<file path="src/pkg/wpef_pkg.sv">
package wpef_pkg;

  // Register indices; the byte address on the bus is four times the index.
  localparam logic [5:0] IDX_TX_CLR_LOW  = 6'h28;
  localparam logic [5:0] IDX_TX_CLR_PKT  = 6'h29;
  localparam logic [5:0] IDX_TX_STAT_LOW = 6'h2c;
  localparam logic [5:0] IDX_TX_STAT_PKT = 6'h2d;
  localparam logic [5:0] IDX_TX_SPARE_A  = 6'h2e;
  localparam logic [5:0] IDX_TX_SPARE_B  = 6'h2f;
  localparam logic [5:0] IDX_RX_MID      = 6'h31;
  localparam logic [5:0] IDX_RX_HIGH     = 6'h32;
  localparam logic [5:0] IDX_RX_SPARE    = 6'h33;
  localparam logic [5:0] IDX_RX_EN_MID   = 6'h35;
  localparam logic [5:0] IDX_RX_EN_HIGH  = 6'h36;
  localparam logic [5:0] IDX_RX_CLR_MID  = 6'h38;
  localparam logic [5:0] IDX_RX_CLR_HIGH = 6'h39;
  localparam logic [5:0] IDX_EPT_REASON  = 6'h3c;

  // Bits of the index field inside a byte address.
  localparam int ADDR_IDX_LSB = 2;
  localparam int ADDR_IDX_MSB = 7;

  // Implemented bits of each byte; the others read as zero.
  localparam logic [7:0] TX_LOW_MASK  = 8'hff;
  localparam logic [7:0] TX_PKT_MASK  = 8'h01;
  localparam logic [7:0] RX_HIGH_MASK = 8'hfc;
  localparam logic [7:0] RX_MID_MASK  = 8'hf0;

  // Reset values.
  localparam logic [7:0] FLAGS_RST    = 8'h00;
  localparam logic [7:0] EN_HIGH_RST  = 8'h7c;
  localparam logic [7:0] EN_MID_RST   = 8'hf0;

  // Bus responses.
  localparam logic [1:0] RESP_OKAY   = 2'h0;
  localparam logic [1:0] RESP_SLVERR = 2'h2;

  // Transmit-mode flag byte, most significant bit first.
  typedef struct packed {
    logic tx_init_done_flag;
    logic placed_on_other_transmitter_flag;
    logic operating_mode_changed_flag;
    logic configuration_packet_flag;
    logic identification_packet_flag;
    logic signal_strength_packet_flag;
    logic digital_ping_started_flag;
    logic end_power_transfer_flag;
  } wpef_tx_low_t;

  // Receive-mode flag byte at the higher offset.
  typedef struct packed {
    logic       current_near_limit_flag;
    logic       channel_error_flag;
    logic       channel_data_received_flag;
    logic       channel_data_sent_flag;
    logic       thermistor_over_threshold_flag;
    logic       rectifier_power_present_flag;
    logic [1:0] spare;
  } wpef_rx_high_t;

  // Receive-mode flag byte at the lower offset.
  typedef struct packed {
    logic       voltage_switch_failed_flag;
    logic       receiver_sleeping_flag;
    logic       identity_auth_pass_flag;
    logic       identity_auth_fail_flag;
    logic [3:0] spare;
  } wpef_rx_mid_t;

  // Events and levels from the power core, one clock domain.
  typedef struct packed {
    logic          tx_mode;
    wpef_tx_low_t  tx_low;
    logic          charge_status_packet;
    wpef_rx_high_t rx_high;
    wpef_rx_mid_t  rx_mid;
    logic [7:0]    ept_reason;
  } wpef_events_t;

endpackage

</file>
<file path="src/design/wpef_event_flags.sv">
`timescale 1ns/100ps
module wpef_event_flags
  import wpef_pkg::*;
#(
  parameter int ADDR_W = 8
) (
  input  wire logic              aclk,
  input  wire logic              aresetn,
  input  wire logic [ADDR_W-1:0] s_axi_awaddr,
  input  wire logic              s_axi_awvalid,
  output logic                   s_axi_awready,
  input  wire logic [31:0]       s_axi_wdata,
  input  wire logic [3:0]        s_axi_wstrb,
  input  wire logic              s_axi_wvalid,
  output logic                   s_axi_wready,
  output logic [1:0]             s_axi_bresp,
  output logic                   s_axi_bvalid,
  input  wire logic              s_axi_bready,
  input  wire logic [ADDR_W-1:0] s_axi_araddr,
  input  wire logic              s_axi_arvalid,
  output logic                   s_axi_arready,
  output logic [31:0]            s_axi_rdata,
  output logic [1:0]             s_axi_rresp,
  output logic                   s_axi_rvalid,
  input  wire logic              s_axi_rready,
  input  wire wpef_events_t      events,
  output logic                   host_processor_irq
);

  //////////////////////////////////////////////////////////////////////////

  typedef struct packed {
    logic          awready;
    logic          wready;
    logic          bvalid;
    logic [1:0]    bresp;
    logic          arready;
    logic          rvalid;
    logic [1:0]    rresp;
    logic [31:0]   rdata;
    logic [5:0]    aw_idx;
    logic          aw_got;
    logic          w_got;
    logic [7:0]    wbyte;
    logic          wbyte_en;
    wpef_tx_low_t  tx_low;
    logic [7:0]    tx_pkt;
    wpef_rx_high_t rx_high;
    wpef_rx_mid_t  rx_mid;
    logic [7:0]    en_high;
    logic [7:0]    en_mid;
    logic [7:0]    clr_tx_low;
    logic [7:0]    clr_tx_pkt;
    logic [7:0]    clr_rx_high;
    logic [7:0]    clr_rx_mid;
    logic [7:0]    ept_reason;
    logic          prev_mode;
    logic          prev_power;
    logic          irq;
  } wpef_state_t;

  wpef_state_t state;
  wpef_state_t next_state;

  // Set terms and mode qualifiers, shared by the flag update below.
  logic          rx_mode;
  logic [7:0]    set_tx_low;
  logic [7:0]    set_tx_pkt;
  logic [7:0]    set_rx_high;
  logic [7:0]    set_rx_mid;
  logic [7:0]    hold_rx_high;
  logic [7:0]    level_rx_high;
  wpef_tx_low_t  tx_ev;
  wpef_rx_high_t rx_ev;
  logic [5:0]    ar_idx;

  //////////////////////////////////////////////////////////////////////////

  // Event qualification: each event only counts in the mode it belongs to, except mode change and rectifier power, which count in either mode.
  always_comb begin
    rx_mode = ~events.tx_mode;
    tx_ev = events.tx_low;
    // Mode change is caught from the mode level itself, in either mode.
    tx_ev.operating_mode_changed_flag = events.tx_mode ^ state.prev_mode;
    set_tx_low = tx_ev & {8{events.tx_mode}};
    set_tx_low[$bits(wpef_tx_low_t)-3] = tx_ev.operating_mode_changed_flag;
    set_tx_pkt = {7'h00, events.charge_status_packet & events.tx_mode};
    rx_ev = events.rx_high;
    // Rectifier power only counts on its rising edge, in any mode.
    rx_ev.rectifier_power_present_flag =
      events.rx_high.rectifier_power_present_flag & ~state.prev_power;
    rx_ev.current_near_limit_flag = 1'b0;
    set_rx_high = rx_ev & {8{rx_mode}} & RX_HIGH_MASK;
    set_rx_high[$bits(wpef_rx_high_t)-6] =
      rx_ev.rectifier_power_present_flag;
    set_rx_mid = events.rx_mid & {8{rx_mode}} & RX_MID_MASK;
    // Sticky bits survive unless cleared; the rectifier bit also needs power.
    hold_rx_high = state.rx_high & ~state.clr_rx_high;
    hold_rx_high[$bits(wpef_rx_high_t)-6] =
      state.rx_high.rectifier_power_present_flag &
      ~state.clr_rx_high[$bits(wpef_rx_high_t)-6] &
      events.rx_high.rectifier_power_present_flag;
    // The current warning is a live level, never latched.
    level_rx_high = '0;
    level_rx_high[$bits(wpef_rx_high_t)-1] =
      events.rx_high.current_near_limit_flag & rx_mode;
    hold_rx_high[$bits(wpef_rx_high_t)-1] = 1'b0;
    ar_idx = s_axi_araddr[ADDR_IDX_MSB:ADDR_IDX_LSB];
  end

  //////////////////////////////////////////////////////////////////////////

  // Next state: bus slave, flag update and interrupt output.
  always_comb begin
    next_state = state;

    // Pending clear bits act once, then fall back to zero.
    next_state.clr_tx_low  = '0;
    next_state.clr_tx_pkt  = '0;
    next_state.clr_rx_high = '0;
    next_state.clr_rx_mid  = '0;

    // Write address and data are taken independently, in either order.
    if (s_axi_awvalid && state.awready) begin
      next_state.aw_idx  = s_axi_awaddr[ADDR_IDX_MSB:ADDR_IDX_LSB];
      next_state.aw_got  = 1'b1;
      next_state.awready = 1'b0;
    end
    if (s_axi_wvalid && state.wready) begin
      next_state.wbyte    = s_axi_wdata[7:0];
      next_state.wbyte_en = s_axi_wstrb[0];
      next_state.w_got    = 1'b1;
      next_state.wready   = 1'b0;
    end

    // Once both halves are in, perform the write and answer.
    if (state.aw_got && state.w_got && !state.bvalid) begin
      next_state.aw_got = 1'b0;
      next_state.w_got  = 1'b0;
      next_state.bvalid = 1'b1;
      next_state.bresp  = RESP_OKAY;
      unique case (state.aw_idx)
        IDX_TX_CLR_LOW: begin
          if (state.wbyte_en) begin
            next_state.clr_tx_low = state.wbyte & TX_LOW_MASK;
          end
        end
        IDX_TX_CLR_PKT: begin
          if (state.wbyte_en) begin
            next_state.clr_tx_pkt = state.wbyte & TX_PKT_MASK;
          end
        end
        IDX_RX_CLR_HIGH: begin
          if (state.wbyte_en) begin
            next_state.clr_rx_high = state.wbyte & RX_HIGH_MASK;
          end
        end
        IDX_RX_CLR_MID: begin
          if (state.wbyte_en) begin
            next_state.clr_rx_mid = state.wbyte & RX_MID_MASK;
          end
        end
        IDX_RX_EN_HIGH: begin
          if (state.wbyte_en) begin
            next_state.en_high = state.wbyte & RX_HIGH_MASK;
          end
        end
        IDX_RX_EN_MID: begin
          if (state.wbyte_en) begin
            next_state.en_mid = state.wbyte & RX_MID_MASK;
          end
        end
        // Flag, spare and reason bytes are read-only: the write is answered and dropped.
        IDX_TX_STAT_LOW, IDX_TX_STAT_PKT, IDX_TX_SPARE_A, IDX_TX_SPARE_B,
        IDX_RX_MID, IDX_RX_HIGH, IDX_RX_SPARE, IDX_EPT_REASON: begin
          next_state.bresp = RESP_OKAY;
        end
        default: begin
          next_state.bresp = RESP_SLVERR;
        end
      endcase
    end
    if (state.bvalid && s_axi_bready) begin
      next_state.bvalid  = 1'b0;
      next_state.awready = 1'b1;
      next_state.wready  = 1'b1;
    end

    // Read: the word is captured at the address handshake.
    if (s_axi_arvalid && state.arready) begin
      next_state.arready = 1'b0;
      next_state.rvalid  = 1'b1;
      next_state.rresp   = RESP_OKAY;
      next_state.rdata   = '0;
      unique case (ar_idx)
        IDX_TX_CLR_LOW:  next_state.rdata[7:0] = state.clr_tx_low;
        IDX_TX_CLR_PKT:  next_state.rdata[7:0] = state.clr_tx_pkt;
        IDX_RX_CLR_HIGH: next_state.rdata[7:0] = state.clr_rx_high;
        IDX_RX_CLR_MID:  next_state.rdata[7:0] = state.clr_rx_mid;
        IDX_RX_EN_HIGH:  next_state.rdata[7:0] = state.en_high;
        IDX_RX_EN_MID:   next_state.rdata[7:0] = state.en_mid;
        IDX_TX_STAT_LOW: next_state.rdata[7:0] = state.tx_low;
        IDX_TX_STAT_PKT: next_state.rdata[7:0] = state.tx_pkt & TX_PKT_MASK;
        IDX_RX_HIGH:     next_state.rdata[7:0] = state.rx_high & RX_HIGH_MASK;
        IDX_RX_MID:      next_state.rdata[7:0] = state.rx_mid & RX_MID_MASK;
        IDX_EPT_REASON:  next_state.rdata[7:0] = state.ept_reason;
        IDX_TX_SPARE_A, IDX_TX_SPARE_B, IDX_RX_SPARE: begin
          next_state.rdata = '0;
        end
        default: begin
          next_state.rresp = RESP_SLVERR;
        end
      endcase
    end
    if (state.rvalid && s_axi_rready) begin
      next_state.rvalid  = 1'b0;
      next_state.arready = 1'b1;
    end

    // Flags: a set in the clearing cycle wins over the clear.
    next_state.tx_low = (state.tx_low & ~state.clr_tx_low) | set_tx_low;
    next_state.tx_pkt = ((state.tx_pkt & ~state.clr_tx_pkt) | set_tx_pkt)
                        & TX_PKT_MASK;
    next_state.rx_high = (hold_rx_high | set_rx_high | level_rx_high)
                         & RX_HIGH_MASK;
    next_state.rx_mid = ((state.rx_mid & ~state.clr_rx_mid) | set_rx_mid)
                        & RX_MID_MASK;
    if (set_tx_low[0]) begin
      next_state.ept_reason = events.ept_reason;
    end
    next_state.prev_mode  = events.tx_mode;
    next_state.prev_power = events.rx_high.rectifier_power_present_flag;

    // Transmit flags have no mask; receive flags pass their enables.
    next_state.irq = (|next_state.tx_low) | (|next_state.tx_pkt) |
                     (|(next_state.rx_high & next_state.en_high)) |
                     (|(next_state.rx_mid & next_state.en_mid));
  end

  //////////////////////////////////////////////////////////////////////////

  // State register; reset takes constants only.
  always_ff @(posedge aclk) begin
    if (!aresetn) begin
      state            <= '0;
      state.awready    <= 1'b1;
      state.wready     <= 1'b1;
      state.arready    <= 1'b1;
      state.bresp      <= RESP_OKAY;
      state.rresp      <= RESP_OKAY;
      state.tx_low     <= FLAGS_RST;
      state.tx_pkt     <= FLAGS_RST;
      state.rx_high    <= FLAGS_RST;
      state.rx_mid     <= FLAGS_RST;
      state.en_high    <= EN_HIGH_RST;
      state.en_mid     <= EN_MID_RST;
    end else begin
      state <= next_state;
    end
  end

  // Outputs come straight from the state register.
  assign s_axi_awready      = state.awready;
  assign s_axi_wready       = state.wready;
  assign s_axi_bvalid       = state.bvalid;
  assign s_axi_bresp        = state.bresp;
  assign s_axi_arready      = state.arready;
  assign s_axi_rvalid       = state.rvalid;
  assign s_axi_rresp        = state.rresp;
  assign s_axi_rdata        = state.rdata;
  assign host_processor_irq = state.irq;

endmodule

</file>
<file path="config.mk">
export PLATFORM = sky130hd
export DESIGN_NAME = wpef_event_flags
export DESIGN_NICKNAME = d
export VERILOG_FILES = /design/src/pkg/wpef_pkg.sv /design/src/design/wpef_event_flags.sv
export SDC_FILE = /design/constraint.sdc
export NUM_CORES = 1
export LEC_CHECK = 0
export ABC_AREA = 1
export BUFFER_PORTS_ARGS = -buffer_cell sky130_fd_sc_hd__buf_2
export CORE_MARGIN = 4
export CORE_UTILIZATION = 45
export DETAILED_ROUTE_END_ITERATION = 10
export PLACE_DENSITY = 0.74
export SLEW_MARGIN = 10
export SYNTH_ARGS = -nofsm -noshare
export SYNTH_HDL_FRONTEND = slang
export SYNTH_SLANG_ARGS = --single-unit
</file>
<file path="constraint.sdc">
create_clock -name aclk -period 1.5 [get_ports aclk]
set_input_delay 0.075 -clock aclk [delete_from_list [all_inputs] [get_ports aclk]]
set_output_delay 0.075 -clock aclk [all_outputs]
set_load 0.01 [all_outputs]
</file>
# [Word-level counts from Yosys, hierarchy flattened]
# Cells that the tools add are included.
[word_totals] input_bits=93 elab_cells=141 reg_bits=105
[classes] eq_ne=28 n_bitwise=31 n_reduce_logical=22 n_mux=16
[op_table] op="6-bit equality test, second input constant" n=28
[op_table] op="8-bit two-way mux" n=11
[op_table] op="8-bit case mux with 11 select lines" n=1
[op_table] op="8-bit AND" n=6
[op_table] op="48-bit two-way mux" n=1
[op_table] op="14-bit OR reduction" n=2
[op_table] op="8-bit OR" n=3
[op_table] op="8-bit OR reduction" n=3
[op_table] op="8-bit inverter" n=2
[op_table] op="4-bit AND reduction" n=4
[op_table] op="7-bit by 8-bit AND with 8-bit output" n=1
[op_table] op="7-bit by 8-bit OR with 8-bit output" n=1
[op_table] op="7-bit AND" n=1
[op_table] op="1-bit logical AND" n=7
[op_table] op="7-bit inverter" n=1
[op_table] op="1-bit AND" n=6
[op_table] op="3-bit AND reduction" n=2
[op_table] op="2-bit OR reduction" n=3
[op_table] op="1-bit inverter" n=5
[op_table] op="2-bit two-way mux" n=2
[op_table] op="1-bit OR" n=4
[op_table] op="1-bit logical NOT" n=1
[op_table] op="1-bit two-way mux" n=1
[op_table] op="1-bit XOR" n=1

# [Depth between registers and ports, before layout]
# Gate-level depths: netlist of run 1.
[depth] depth_word=9 ltp_mapped=12 ltp_nobuf=12

# [Worst setup path before layout of run 1]
# Ideal clock, no wire load.
[synth_timing] path_type="register to register" start="register state[91] (netlist bit)" end="register state (netlist bit host_processor_irq)" required_time_ps=1391 setup_slack_ps=190 t_arrival_ps=1201 path_stages_with_launch=10 n_path_buf=0 setup_ps=109 cell_sequence="dfxtp_1 > inv_1 > nor2_2 > nand3_4 > o21ai_1 > nor2_1 > nor2_1 > nand3_1 > nand2_1 > inv_1"
[synth_between] elab_chain_len=7 word_cells_on_any_way=11 cone_classes="5 x mux; 4 x bitwise; 2 x reduce/logical"
[synth_rtl] item="start: declaration" line_no="wpef_event_flags.sv:62" text="wpef_state_t state;"
[synth_rtl] item="start signal: assignment" line_no="wpef_event_flags.sv:258" text="state <= next_state;"
[synth_rtl] item="8-bit two-way mux" line_no="wpef_event_flags.sv:164" text="if (state.wbyte_en) begin"
[synth_rtl] item="8-bit two-way mux" line_no="wpef_event_flags.sv:142" text="unique case (state.aw_idx)"
[synth_rtl] item="48-bit two-way mux *" line_no="wpef_event_flags.sv:137" text="if (state.aw_got && state.w_got && !state.bvalid) begin"
[synth_rtl] item="8-bit AND" line_no="wpef_event_flags.sv:236" text="(|(next_state.rx_high & next_state.en_high)) |"
[synth_rtl] item="8-bit OR reduction" line_no="wpef_event_flags.sv:236"
[synth_rtl] item="1-bit OR" line_no="wpef_event_flags.sv:235" text="next_state.irq = (|next_state.tx_low) | (|next_state.tx_pkt) |"
[synth_rtl] item="1-bit OR *" line_no="wpef_event_flags.sv:236"
# Mark *: on every way between the ends. The rest lies on a longest branch, timed or not.
# A chain may end at the register's enable or synchronous reset.

# [Worst setup path after layout of run 1]
[layout_timing] start="register state[106] (netlist bit)" end="register state (netlist bit host_processor_irq)"
[layout_between] elab_chain_len=7 word_cells_on_any_way=11 cone_classes="2 x eq/ne; 3 x mux; 4 x bitwise; 2 x reduce/logical"
[layout_rtl] item="6-bit equality test" line_no="wpef_event_flags.sv:142"
[layout_rtl] item="8-bit two-way mux" line_no="wpef_event_flags.sv:142"
[layout_rtl] item="48-bit two-way mux *" line_no="wpef_event_flags.sv:137"
[layout_rtl] item="8-bit AND" line_no="wpef_event_flags.sv:236"
[layout_rtl] item="8-bit OR reduction" line_no="wpef_event_flags.sv:236"
[layout_rtl] item="1-bit OR" line_no="wpef_event_flags.sv:235"
[layout_rtl] item="1-bit OR *" line_no="wpef_event_flags.sv:236"
# Marked as above.

==> impl_metrics.py, run 1 <==
metrics = {
    "status": {
        "status": "finished clean",
    },
    "power": {
        "power.share.clock": 0.316,
        "swShare": 0.289,
        "p_sw_mw": 1.38,
        "p_comb_frac": 0.143,
        "p_int_mw": 3.40,
        "totalPowerFinal_mw": 4.78,
        "p_leak_nw": 2.53,
        "seqPwrFrac": 0.541,
        "vdd_ir_drop_max_mv": 0.498,
        "p_per_area_nw_per_um2": 926,
    },
    "critical_path": {
        "worst_setup_path_end_kind": "flip-flop",
        "reg2reg_setup_slack_ps": 20,
        "critPathMaxFanout": 5,
        "cp.required_ps": 1770,
        "critPathCapture": "host_processor_irq",
        "r2r_cells": 11,
        "startpoint_type": "flip-flop",
        "timing.rr.end": "host_processor_irq",
        "reg2reg_from": "state[106]",
        "path_class": "flip-flop to flip-flop",
        "arrival_ps": 1750,
        "crit_start": "state[106]",
    },
    "detailed_routing": {
        "num_vias": 4048,
        "avgViaCountPerCell": 4.82,
        "drt_pass1_iterations": 4,
        "drt-total-wl_um": 11100,
        "drc": 0,
        "wl_per_cell_um": 13.2,
        "drt_iter0_markers": 295,
        "ant_nets": 0,
    },
    "clock_tree": {
        "path_clk_slew_ps": 90,
        "numClockSinks": 91,
        "cts_root_buffer": "clkbuf_8",
        "insertion_delay_ps": 370,
        "cts_buffers": 9,
        "cts_buffer_depth": 2,
        "h-tree-depth": 3,
        "cts_tree": "done",
    },
    "timing": {
        "worst_slack_ps": 21.1,
        "setup_viol": 0,
        "finalWorstPathRequiredPeriod_ps": 1480,
        "slew_viol_final": 0,
        "finalClockSkew_ps": 11.9,
        "rsz0062_at_grt": "yes",
        "relSlewSlack": 0.614,
        "timing.final.crit_share": 0.986,
        "hold_viol_final": 0,
        "setup-tns-final_ps": 0,
        "tightest_slew_ps": 578,
        "max_freq_mhz": 676,
    },
    "place": {
        "dp_slack_ps": -6.43,
        "port_buffers": 70,
        "gp_congestion": 0.965,
        "dp_hpwl_um": 8220,
    },
    "layout": {
        "syn2layout_area_growth_pct": 20.6,
        "nNetsFinal": 798,
        "drive_gt1_frac": 0.206,
        "num_antenna_cells": 0,
        "fin_util": 0.559,
    },
    "global_routing": {
        "antenna_found_initial": 0,
        "grt_usage": 0.198,
        "grt_max_degree": 29,
        "grt_pass1_wl_um": 17800,
        "grt_pass1_vias": 3825,
        "grt-ovfl-total": 0,
    },
    "floorplanning": {
        "rows": 35,
        "die_y_um": 106,
        "fp.dieW_um": 106,
        "initial_utilization": 0.463,
        "core_area_um2": 9240,
        "die-area_um2": 11100,
        "ioPinCount": 135,
    },
    "logic_synthesis": {
        "synth_flop_cell": "dfxtp_1",
        "yosysSeqAreaShare": 0.426,
        "synthTopCellsByArea": "dfxtp_1, nand2_1, inv_1",
        "synthCells": 608,
        "syn-cell-area_um2": 4280,
        "ys_async_sr_fraction": 0,
        "synth_edf_count": 0,
        "synth_top_area_share": 0.426,
        "avgSynthCellArea_um2": 7.04,
        "synth_most_common_cell": "nand2_1",
        "yosys.area.top_type": "dfxtp_1",
        "synth_common_cells": "nand2_1, dfxtp_1, inv_1",
        "synth-seq-cells": 91,
        "yosysUniqueCellTypes": 29,
        "synth_warnings": 0,
    },
    "worst_hold_path": {
        "min_path_cells": 3,
        "min_path_type": "primary input to flip-flop",
    },
    "flow_run": {
        "drv_cap": 0,
    },
}
-- how the worst min path moves through the flow --
| stage | from | endpoint | slack [ps] |
|---|---|---|---|
| after floorplan | events[18] | state[1] | 170 |
| after global placement | events[18] | state[1] | 270 |
| after global routing | events[31] | state[89] | 8 |
| final | s_axi_wdata[1] | state[93] | 9 |
| after CTS | s_axi_wdata[1] | state[93] | 0.3 |
| after detailed placement | events[18] | state[1] | 270 |
-- power groups by stage --
stage	Sequential [mW]	Combinational, mW	Clock [mW]
floorplan	2.63	0.444	0
global placement	2.63	0.599	0
detailed placement	2.64	0.614	0
CTS	2.58	0.666	1.55
global route	2.60	0.765	1.65
finish	2.59	0.682	1.51
-- logic make-up (layout without fill, tap and decap cells) --
family / Yosys count / after routing / synth area share
AND/OR/NAND/NOR: 274 / 274 / 0.290
other: 1 / 26 / 0.000876
flip-flops: 91 / 91 / 0.426
AO/OA/AOI/OAI: 100 / 100 / 0.125
buffers and inverters: 142 / 219 / 0.159
-- final cells by class --
cell class / instances / area (um2)
clock buffers: 9 / 124
inverters: 93 / 349
clock inverters: 7 / 52.6
fillers: 882 / 4080
multi-input cells: 400 / 1920
well taps: 129 / 161
flip-flops and latches: 91 / 1830
repair buffers: 110 / 727
-- worst max-delay path: stages, from the launching register on --
cell and delay [ps]:
dfxtp_4 380, inv_2 50, nor2_4 100, nand2_2 70, nor2_4 210, nand3_2 100
nand3_1 90, nand2_1 50, nor2_1 110, nand3_1 110, nand2_1 70, inv_1 40
-- layer usage --
layer / GRT usage / share of wire / vias up
met5: 0 / 0 / -
met3: 0.0318 / 0.064 / 20
met2: 0.332 / 0.48 / 154
met1: 0.257 / 0.44 / 1827
met4: 0.0731 / 0.019 / 0
li1: - / - / 2047
-- stage by stage --
step                      hold slack (ps)  instances  area [um2]
after floorplan                       168        633        4370
after global placement                269        797        4670
after detailed placement              273        797        4670
after CTS                           0.324        837        5090
after global routing                 7.55        839        5160
final                                9.17        839        5160
-- cell usage in the layout, fill, tap and decap left out, types with 9 or more instances in the layout --
cell type	Yosys	final
nor2_1	73	73
dfxtp_1	91	84
inv_1	87	86
nand3_1	29	24
buf_2	3	70
o21ai_0	35	35
buf_4	36	14
a21oi_1	42	42
nand2_1	136	134
clkbuf_8	0	9
o22ai_1	15	15
nand4_1	10	10
dlygate4sd3_1	0	24
conb_1	1	26
-- sequential cells by signal, indices dropped and copies added (netlist names) --
name	cells
host_processor_irq	1
s_axi_rresp	1
s_axi_arready	1
s_axi_wready	1
s_axi_rvalid	1
s_axi_bvalid	1
s_axi_rdata	8
s_axi_bresp	1
s_axi_awready	1
state	75
-- what timing repair did --
action,4_1_cts,5_1_grt
pin swaps,0,4
gates cloned,0,0
resized for setup,2,18
setup endpoints to repair,1,1
hold buffers,24,0
buffers inserted,0,2
hold endpoints to repair,27,0
Note: power is estimated with default switching activity, not from simulation.
==> run 2: changes to the inputs <==
--- a/config.mk
+++ b/config.mk
@@ -8,9 +8,9 @@
 export ABC_AREA = 1
 export BUFFER_PORTS_ARGS = -buffer_cell sky130_fd_sc_hd__buf_2
 export CORE_MARGIN = 4
-export CORE_UTILIZATION = 45
+export CORE_UTILIZATION = 51
 export DETAILED_ROUTE_END_ITERATION = 10
-export PLACE_DENSITY = 0.74
+export PLACE_DENSITY = 0.82
 export SLEW_MARGIN = 10
 export SYNTH_ARGS = -nofsm -noshare
 export SYNTH_HDL_FRONTEND = slang
==> constraint.sdc (replaced) <==
create_clock -name aclk -period 1.5 [get_ports aclk]
set_input_delay 0.15 -clock aclk [delete_from_list [all_inputs] [get_ports aclk]]
set_output_delay 0.15 -clock aclk [all_outputs]
set_load 0.01 [all_outputs]
==> impl_metrics.py, run 2 (synthesis results as in run 1) <==
metrics = {
    "global_routing": {
        "grtUsageMet1": 0.271,
        "grt_pass1_wl_um": 17600,
        "grt_max_degree": 40,
        "grt-busiest-layer": "met2",
        "antenna_found_initial": 0,
        "grt_util_met3": 0.0526,
        "grt_pass1_vias": 3914,
        "grt_usage": 0.222,
        "use_met2": 0.380,
        "grt-ovfl-total": 0,
    },
    "power": {
        "p_leak_nw": 2.47,
        "vdd_ir_drop_max_mv": 0.446,
        "seqPwrFrac": 0.533,
        "p_int_mw": 3.55,
        "p_comb_frac": 0.130,
        "p_sw_mw": 1.31,
        "power.share.clock": 0.337,
        "p_per_area_nw_per_um2": 987,
        "swShare": 0.269,
    },
    "floorplanning": {
        "ioPinCount": 135,
        "die-area_um2": 9920,
        "fp.dieW_um": 99.6,
        "initial_utilization": 0.523,
        "core_area_um2": 8180,
        "die_y_um": 99.6,
        "rows": 33,
    },
    "critical_path": {
        "worst_setup_path_end_kind": "flip-flop",
        "startpoint_type": "flip-flop",
        "cp_cell_sequence": "inv_1 > a22oi_1 > nand3_1 > nor2_2 > nand2_1 > nor2_1 > nand3_1 > nand2_1 > inv_1",
        "reg2reg_from": "state[27]",
        "path_class": "flip-flop to flip-flop",
        "cpPeakStageDelay_ps": 390,
        "reg2reg_setup_slack_ps": 30,
        "critPathMaxFanout": 2,
        "cpMaxStageDelayCell": "dfxtp_1",
        "r2r_cells": 9,
        "arrival_ps": 1740,
        "timing.rr.end": "host_processor_irq",
        "cp.required_ps": 1770,
    },
    "place": {
        "dp_hpwl_um": 8140,
        "dp_slack_ps": -8.63,
        "port_buffers": 70,
        "gp_congestion": 0.909,
    },
    "timing": {
        "tightest_slew_ps": 568,
        "setup_viol": 0,
        "worst_slack_ps": 29.4,
        "finalWorstPathRequiredPeriod_ps": 1470,
        "timing.final.crit_share": 0.980,
        "max_freq_mhz": 680,
        "rsz0062_at_grt": "yes",
        "relSlewSlack": 0.621,
        "hold_viol_final": 0,
        "finalClockSkew_ps": 12.1,
        "slew_viol_final": 0,
    },
    "layout": {
        "num_antenna_cells": 0,
        "regMostFlops": "state",
        "drive_gt1_frac": 0.214,
        "mostFrequentLayoutCells": "nand2_1, inv_1, dfxtp_1",
        "fin_util": 0.603,
        "syn2layout_area_growth_pct": 15.1,
        "largest_reg_flops": 75,
        "final_common_cell": "nand2_1",
        "nNetsFinal": 776,
    },
    "detailed_routing": {
        "drt_pass1_iterations": 5,
        "avgViaCountPerCell": 5.04,
        "drc": 0,
        "drt-total-wl_um": 10700,
        "wl_per_cell_um": 13.5,
        "drt_iter0_markers": 226,
        "num_vias": 3992,
        "ant_nets": 0,
    },
    "worst_hold_path": {
        "min_path_cells": 3,
        "min_path_type": "primary input to flip-flop",
        "hold_end": "s_axi_arready",
        "min-delay-start": "s_axi_rready",
    },
    "clock_tree": {
        "cts_buffers": 9,
        "path_clk_slew_ps": 90,
        "cts_buffer_depth": 2,
        "numClockSinks": 91,
        "cts_tree": "done",
        "h-tree-depth": 3,
        "cts_root_buffer": "clkbuf_8",
        "insertion_delay_ps": 370,
    },
    "status": {
        "status": "finished clean",
    },
    "flow_run": {
        "drv_cap": 0,
    },
}
==> run 2: what timing repair did <==
action,4_1_cts,5_1_grt
gates resized for setup,2,18
setup endpoints to repair,1,8
buffers inserted,2,2
hold buffers,1,0
endpoints found under the hold margin,1,0
pin swaps,1,4
==> run 2: worst max-delay path: cells and delay by family (launching register included) <==
| family | cells | cell delay (ps) |
|---|---|---|
| flops | 1 | 390 |
| compound gates | 1 | 230 |
| simple gates | 6 | 650 |
| buf+inv | 2 | 100 |
==> run 2: layer usage <==
| layer | wire, um | part of all wire |
|---|---|---|
| met3 | 882 | 0.083 |
| met4 | 283 | 0.026 |
| met1 | 4370 | 0.41 |
| met5 | 0 | 0 |
| met2 | 5150 | 0.48 |
==> run 2: area by class of cell <==
type                    count  area (um2)
clock buffers              10         138
clock inverters             5        53.8
fillers                   767        3250
inverters                  93         349
multi-input cells         400        1920
flip-flops and latches     91        1830
well taps                 105         131
repair buffers             88         500
==> run 2: through the flow <==
step | setup TNS, ps | instance area [um2] | std cells | total power [mW] | hold slack [ps]
after floorplan | 0 | 4370 | 633 | 3.08 | 243
after global placement | 0 | 4630 | 772 | 3.22 | 350
after detailed placement | -8.63 | 4630 | 772 | 3.25 | 352
after CTS | 0 | 4860 | 790 | 4.88 | 16.8
after global routing | -102 | 4930 | 792 | 5.10 | 34.7
final | 0 | 4930 | 792 | 4.86 | 25.7
==> run 2: how the worst max path moves through the flow <==
stage,from,to,cells past startpoint
2_1_floorplan,state[91],host_processor_irq,9
3_3_place_gp,state[102],host_processor_irq,10
3_5_place_dp,state[102],host_processor_irq,10
4_1_cts,state[100],host_processor_irq,9
5_1_grt,state[106],host_processor_irq,11
6_report,state[27],host_processor_irq,9
==> run 2: power by group through the flow <==
stage	clock [mW]	sequential, mW	combinational [mW]
final	1.64	2.59	0.634
after global routing	1.78	2.60	0.718
after CTS	1.67	2.58	0.620
after detailed placement	0	2.64	0.609
after global placement	0	2.63	0.592
after floorplan	0	2.63	0.444
==> run 3: changes to the inputs <==
==> constraint.sdc (replaced) <==
create_clock -name aclk -period 1.6 [get_ports aclk]
set_input_delay 0.16 -clock aclk [delete_from_list [all_inputs] [get_ports aclk]]
set_output_delay 0.16 -clock aclk [all_outputs]
set_load 0.01 [all_outputs]
==> impl_metrics.py, run 3 (synthesis results as in run 1) <==
metrics = {
    "place": {
        "gp_congestion": 0.934,
        "placed_cells_incl_taps": 769,
        "placed_area_um2": 4600,
        "port_buffers": 70,
        "dp_hpwl_um": 7980,
        "dp_slack_ps": 39.1,
    },
    "layout": {
        "stdcell_area_um2": 4820,
        "syn2layout_area_growth_pct": 12.5,
        "nNetsFinal": 771,
        "regMostFlops": "state",
        "drive_gt1_frac": 0.184,
        "instances_no_fill": 786,
        "ff_latch_area_um2": 1820,
        "num_antenna_cells": 0,
        "mostFrequentLayoutCells": "nand2_1, dfxtp_1, inv_1",
        "fin_util": 0.589,
        "final_common_cell": "nand2_1",
        "multi_input_area_um2": 1880,
        "largest_reg_flops": 75,
        "fillers": 796,
    },
    "critical_path": {
        "arrival_ps": 1800,
        "reg2reg_setup_slack_ps": 60,
        "timing.rr.end": "host_processor_irq",
        "cp_top_family": "simple AND/OR/NAND/NOR gates",
        "path_depth": 10,
        "cp_cell_sequence": "inv_1 > nand2_1 > nor2_4 > nand3_1 > nand3_1 > nand2_1 > nor2_1 > nand3_1 > nand2_1 > inv_1",
        "path_class": "flip-flop to flip-flop",
        "crit_start": "state[103]",
        "cp.required_ps": 1860,
        "worst_setup_path_end_kind": "flip-flop",
        "path_buf_inv": 2,
        "critPathCapture": "host_processor_irq",
        "cpMaxStageDelayCell": "dfxtp_1",
        "reg2reg_from": "state[103]",
        "startpoint_type": "flip-flop",
        "cpPeakStageDelay_ps": 320,
        "r2r_cells": 10,
        "critPathMaxFanout": 5,
    },
    "timing": {
        "max_freq_mhz": 651,
        "finalClockSkew_ps": 7.39,
        "timing.final.crit_share": 0.960,
        "tightest_slew_ps": 589,
        "hold_ws_ps": 42.1,
        "rsz0062_at_grt": "yes",
        "finalWorstPathRequiredPeriod_ps": 1540,
        "relSlewSlack": 0.606,
        "setup_viol": 0,
        "hold_viol_final": 0,
        "worst_slack_ps": 63.2,
        "setup-tns-final_ps": 0,
        "slew_viol_final": 0,
    },
    "detailed_routing": {
        "ant_nets": 0,
        "num_vias": 3932,
        "drt_pass1_iterations": 5,
        "drc": 0,
        "wl_per_cell_um": 13.2,
        "drt-total-wl_um": 10400,
        "drt_iter0_markers": 219,
        "avgViaCountPerCell": 5.00,
    },
    "floorplanning": {
        "rows": 33,
        "die_y_um": 99.6,
        "die-area_um2": 9920,
        "ioPinCount": 135,
        "fp.dieW_um": 99.6,
        "initial_utilization": 0.523,
        "core_area_um2": 8180,
    },
    "clock_tree": {
        "path_clk_slew_ps": 80,
        "cts_tree": "done",
        "cts_buffers": 9,
        "h-tree-depth": 3,
        "numClockSinks": 91,
        "cts_buffer_depth": 2,
        "cts_root_buffer": "clkbuf_8",
        "insertion_delay_ps": 350,
    },
    "power": {
        "seqPwrFrac": 0.541,
        "p_leak_nw": 2.40,
        "p_int_mw": 3.31,
        "swShare": 0.262,
        "totalPowerFinal_mw": 4.48,
        "p_sw_mw": 1.17,
        "p_per_area_nw_per_um2": 930,
        "power.share.clock": 0.333,
        "p_comb_frac": 0.126,
        "vdd_ir_drop_max_mv": 0.693,
    },
    "status": {
        "status": "finished clean",
    },
    "global_routing": {
        "grt_usage": 0.212,
        "antenna_found_initial": 0,
        "grt_pass1_vias": 3755,
        "grt-ovfl-total": 0,
        "grt_max_degree": 21,
        "grt_pass1_wl_um": 16900,
    },
    "flow_run": {
        "drv_cap": 0,
    },
    "worst_hold_path": {
        "min_path_type": "primary input to flip-flop",
    },
}
[run 3: worst min path at each step]
stage	start	to	slack, ps	cells after the start
final	s_axi_rready	s_axi_arready	40	3
after global routing	s_axi_rready	s_axi_arready	50	3
after CTS	s_axi_rready	s_axi_arready	30	3
after detailed placement	events[18]	state[1]	370	3
after global placement	events[18]	state[1]	360	3
after floorplan	events[18]	state[1]	250	2
[run 3: power groups by stage]
stage	Clock, mW	Sequential (mW)	Combinational, mW
6_report	1.49	2.42	0.565
5_1_grt	1.62	2.43	0.641
4_1_cts	1.52	2.42	0.560
3_5_place_dp	0	2.47	0.556
3_3_place_gp	0	2.47	0.543
2_1_floorplan	0	2.47	0.416
[run 3: area by class of cell]
class                           count  area share
Clock inverter                      3     0.00831
Clock buffer                       11      0.0294
Inverter                           93      0.0725
Sequential cell                    91       0.379
Timing Repair Buffer               83      0.0935
Multi-Input combinational cell    400       0.390
Tap cell                          105      0.0273
[run 3: per-layer routing]
layer	GRT usage	wire [um]	vias up
met5	0	0	-
met4	0.0882	240	0
li1	-	-	1996
met1	0.265	4350	1732
met2	0.343	4880	179
met3	0.0575	898	25
[run 3: worst reg2reg max path, cell delays in order (launching register included)]
cell     delay, ps
dfxtp_1        320
inv_1          130
nand2_1        140
nor2_4         200
nand3_1        140
nand3_1        110
nand2_1         50
nor2_1         120
nand3_1        120
nand2_1         80
inv_1           40
[run 3: repair_timing]
| action | in CTS | in global routing |
|---|---|---|
| hold endpoints to repair | 1 | 0 |
| endpoints found under the setup margin | 0 | 13 |
| setup buffers | 0 | 2 |
| hold buffers | 1 | 0 |
| gates resized for setup | 0 | 3 |
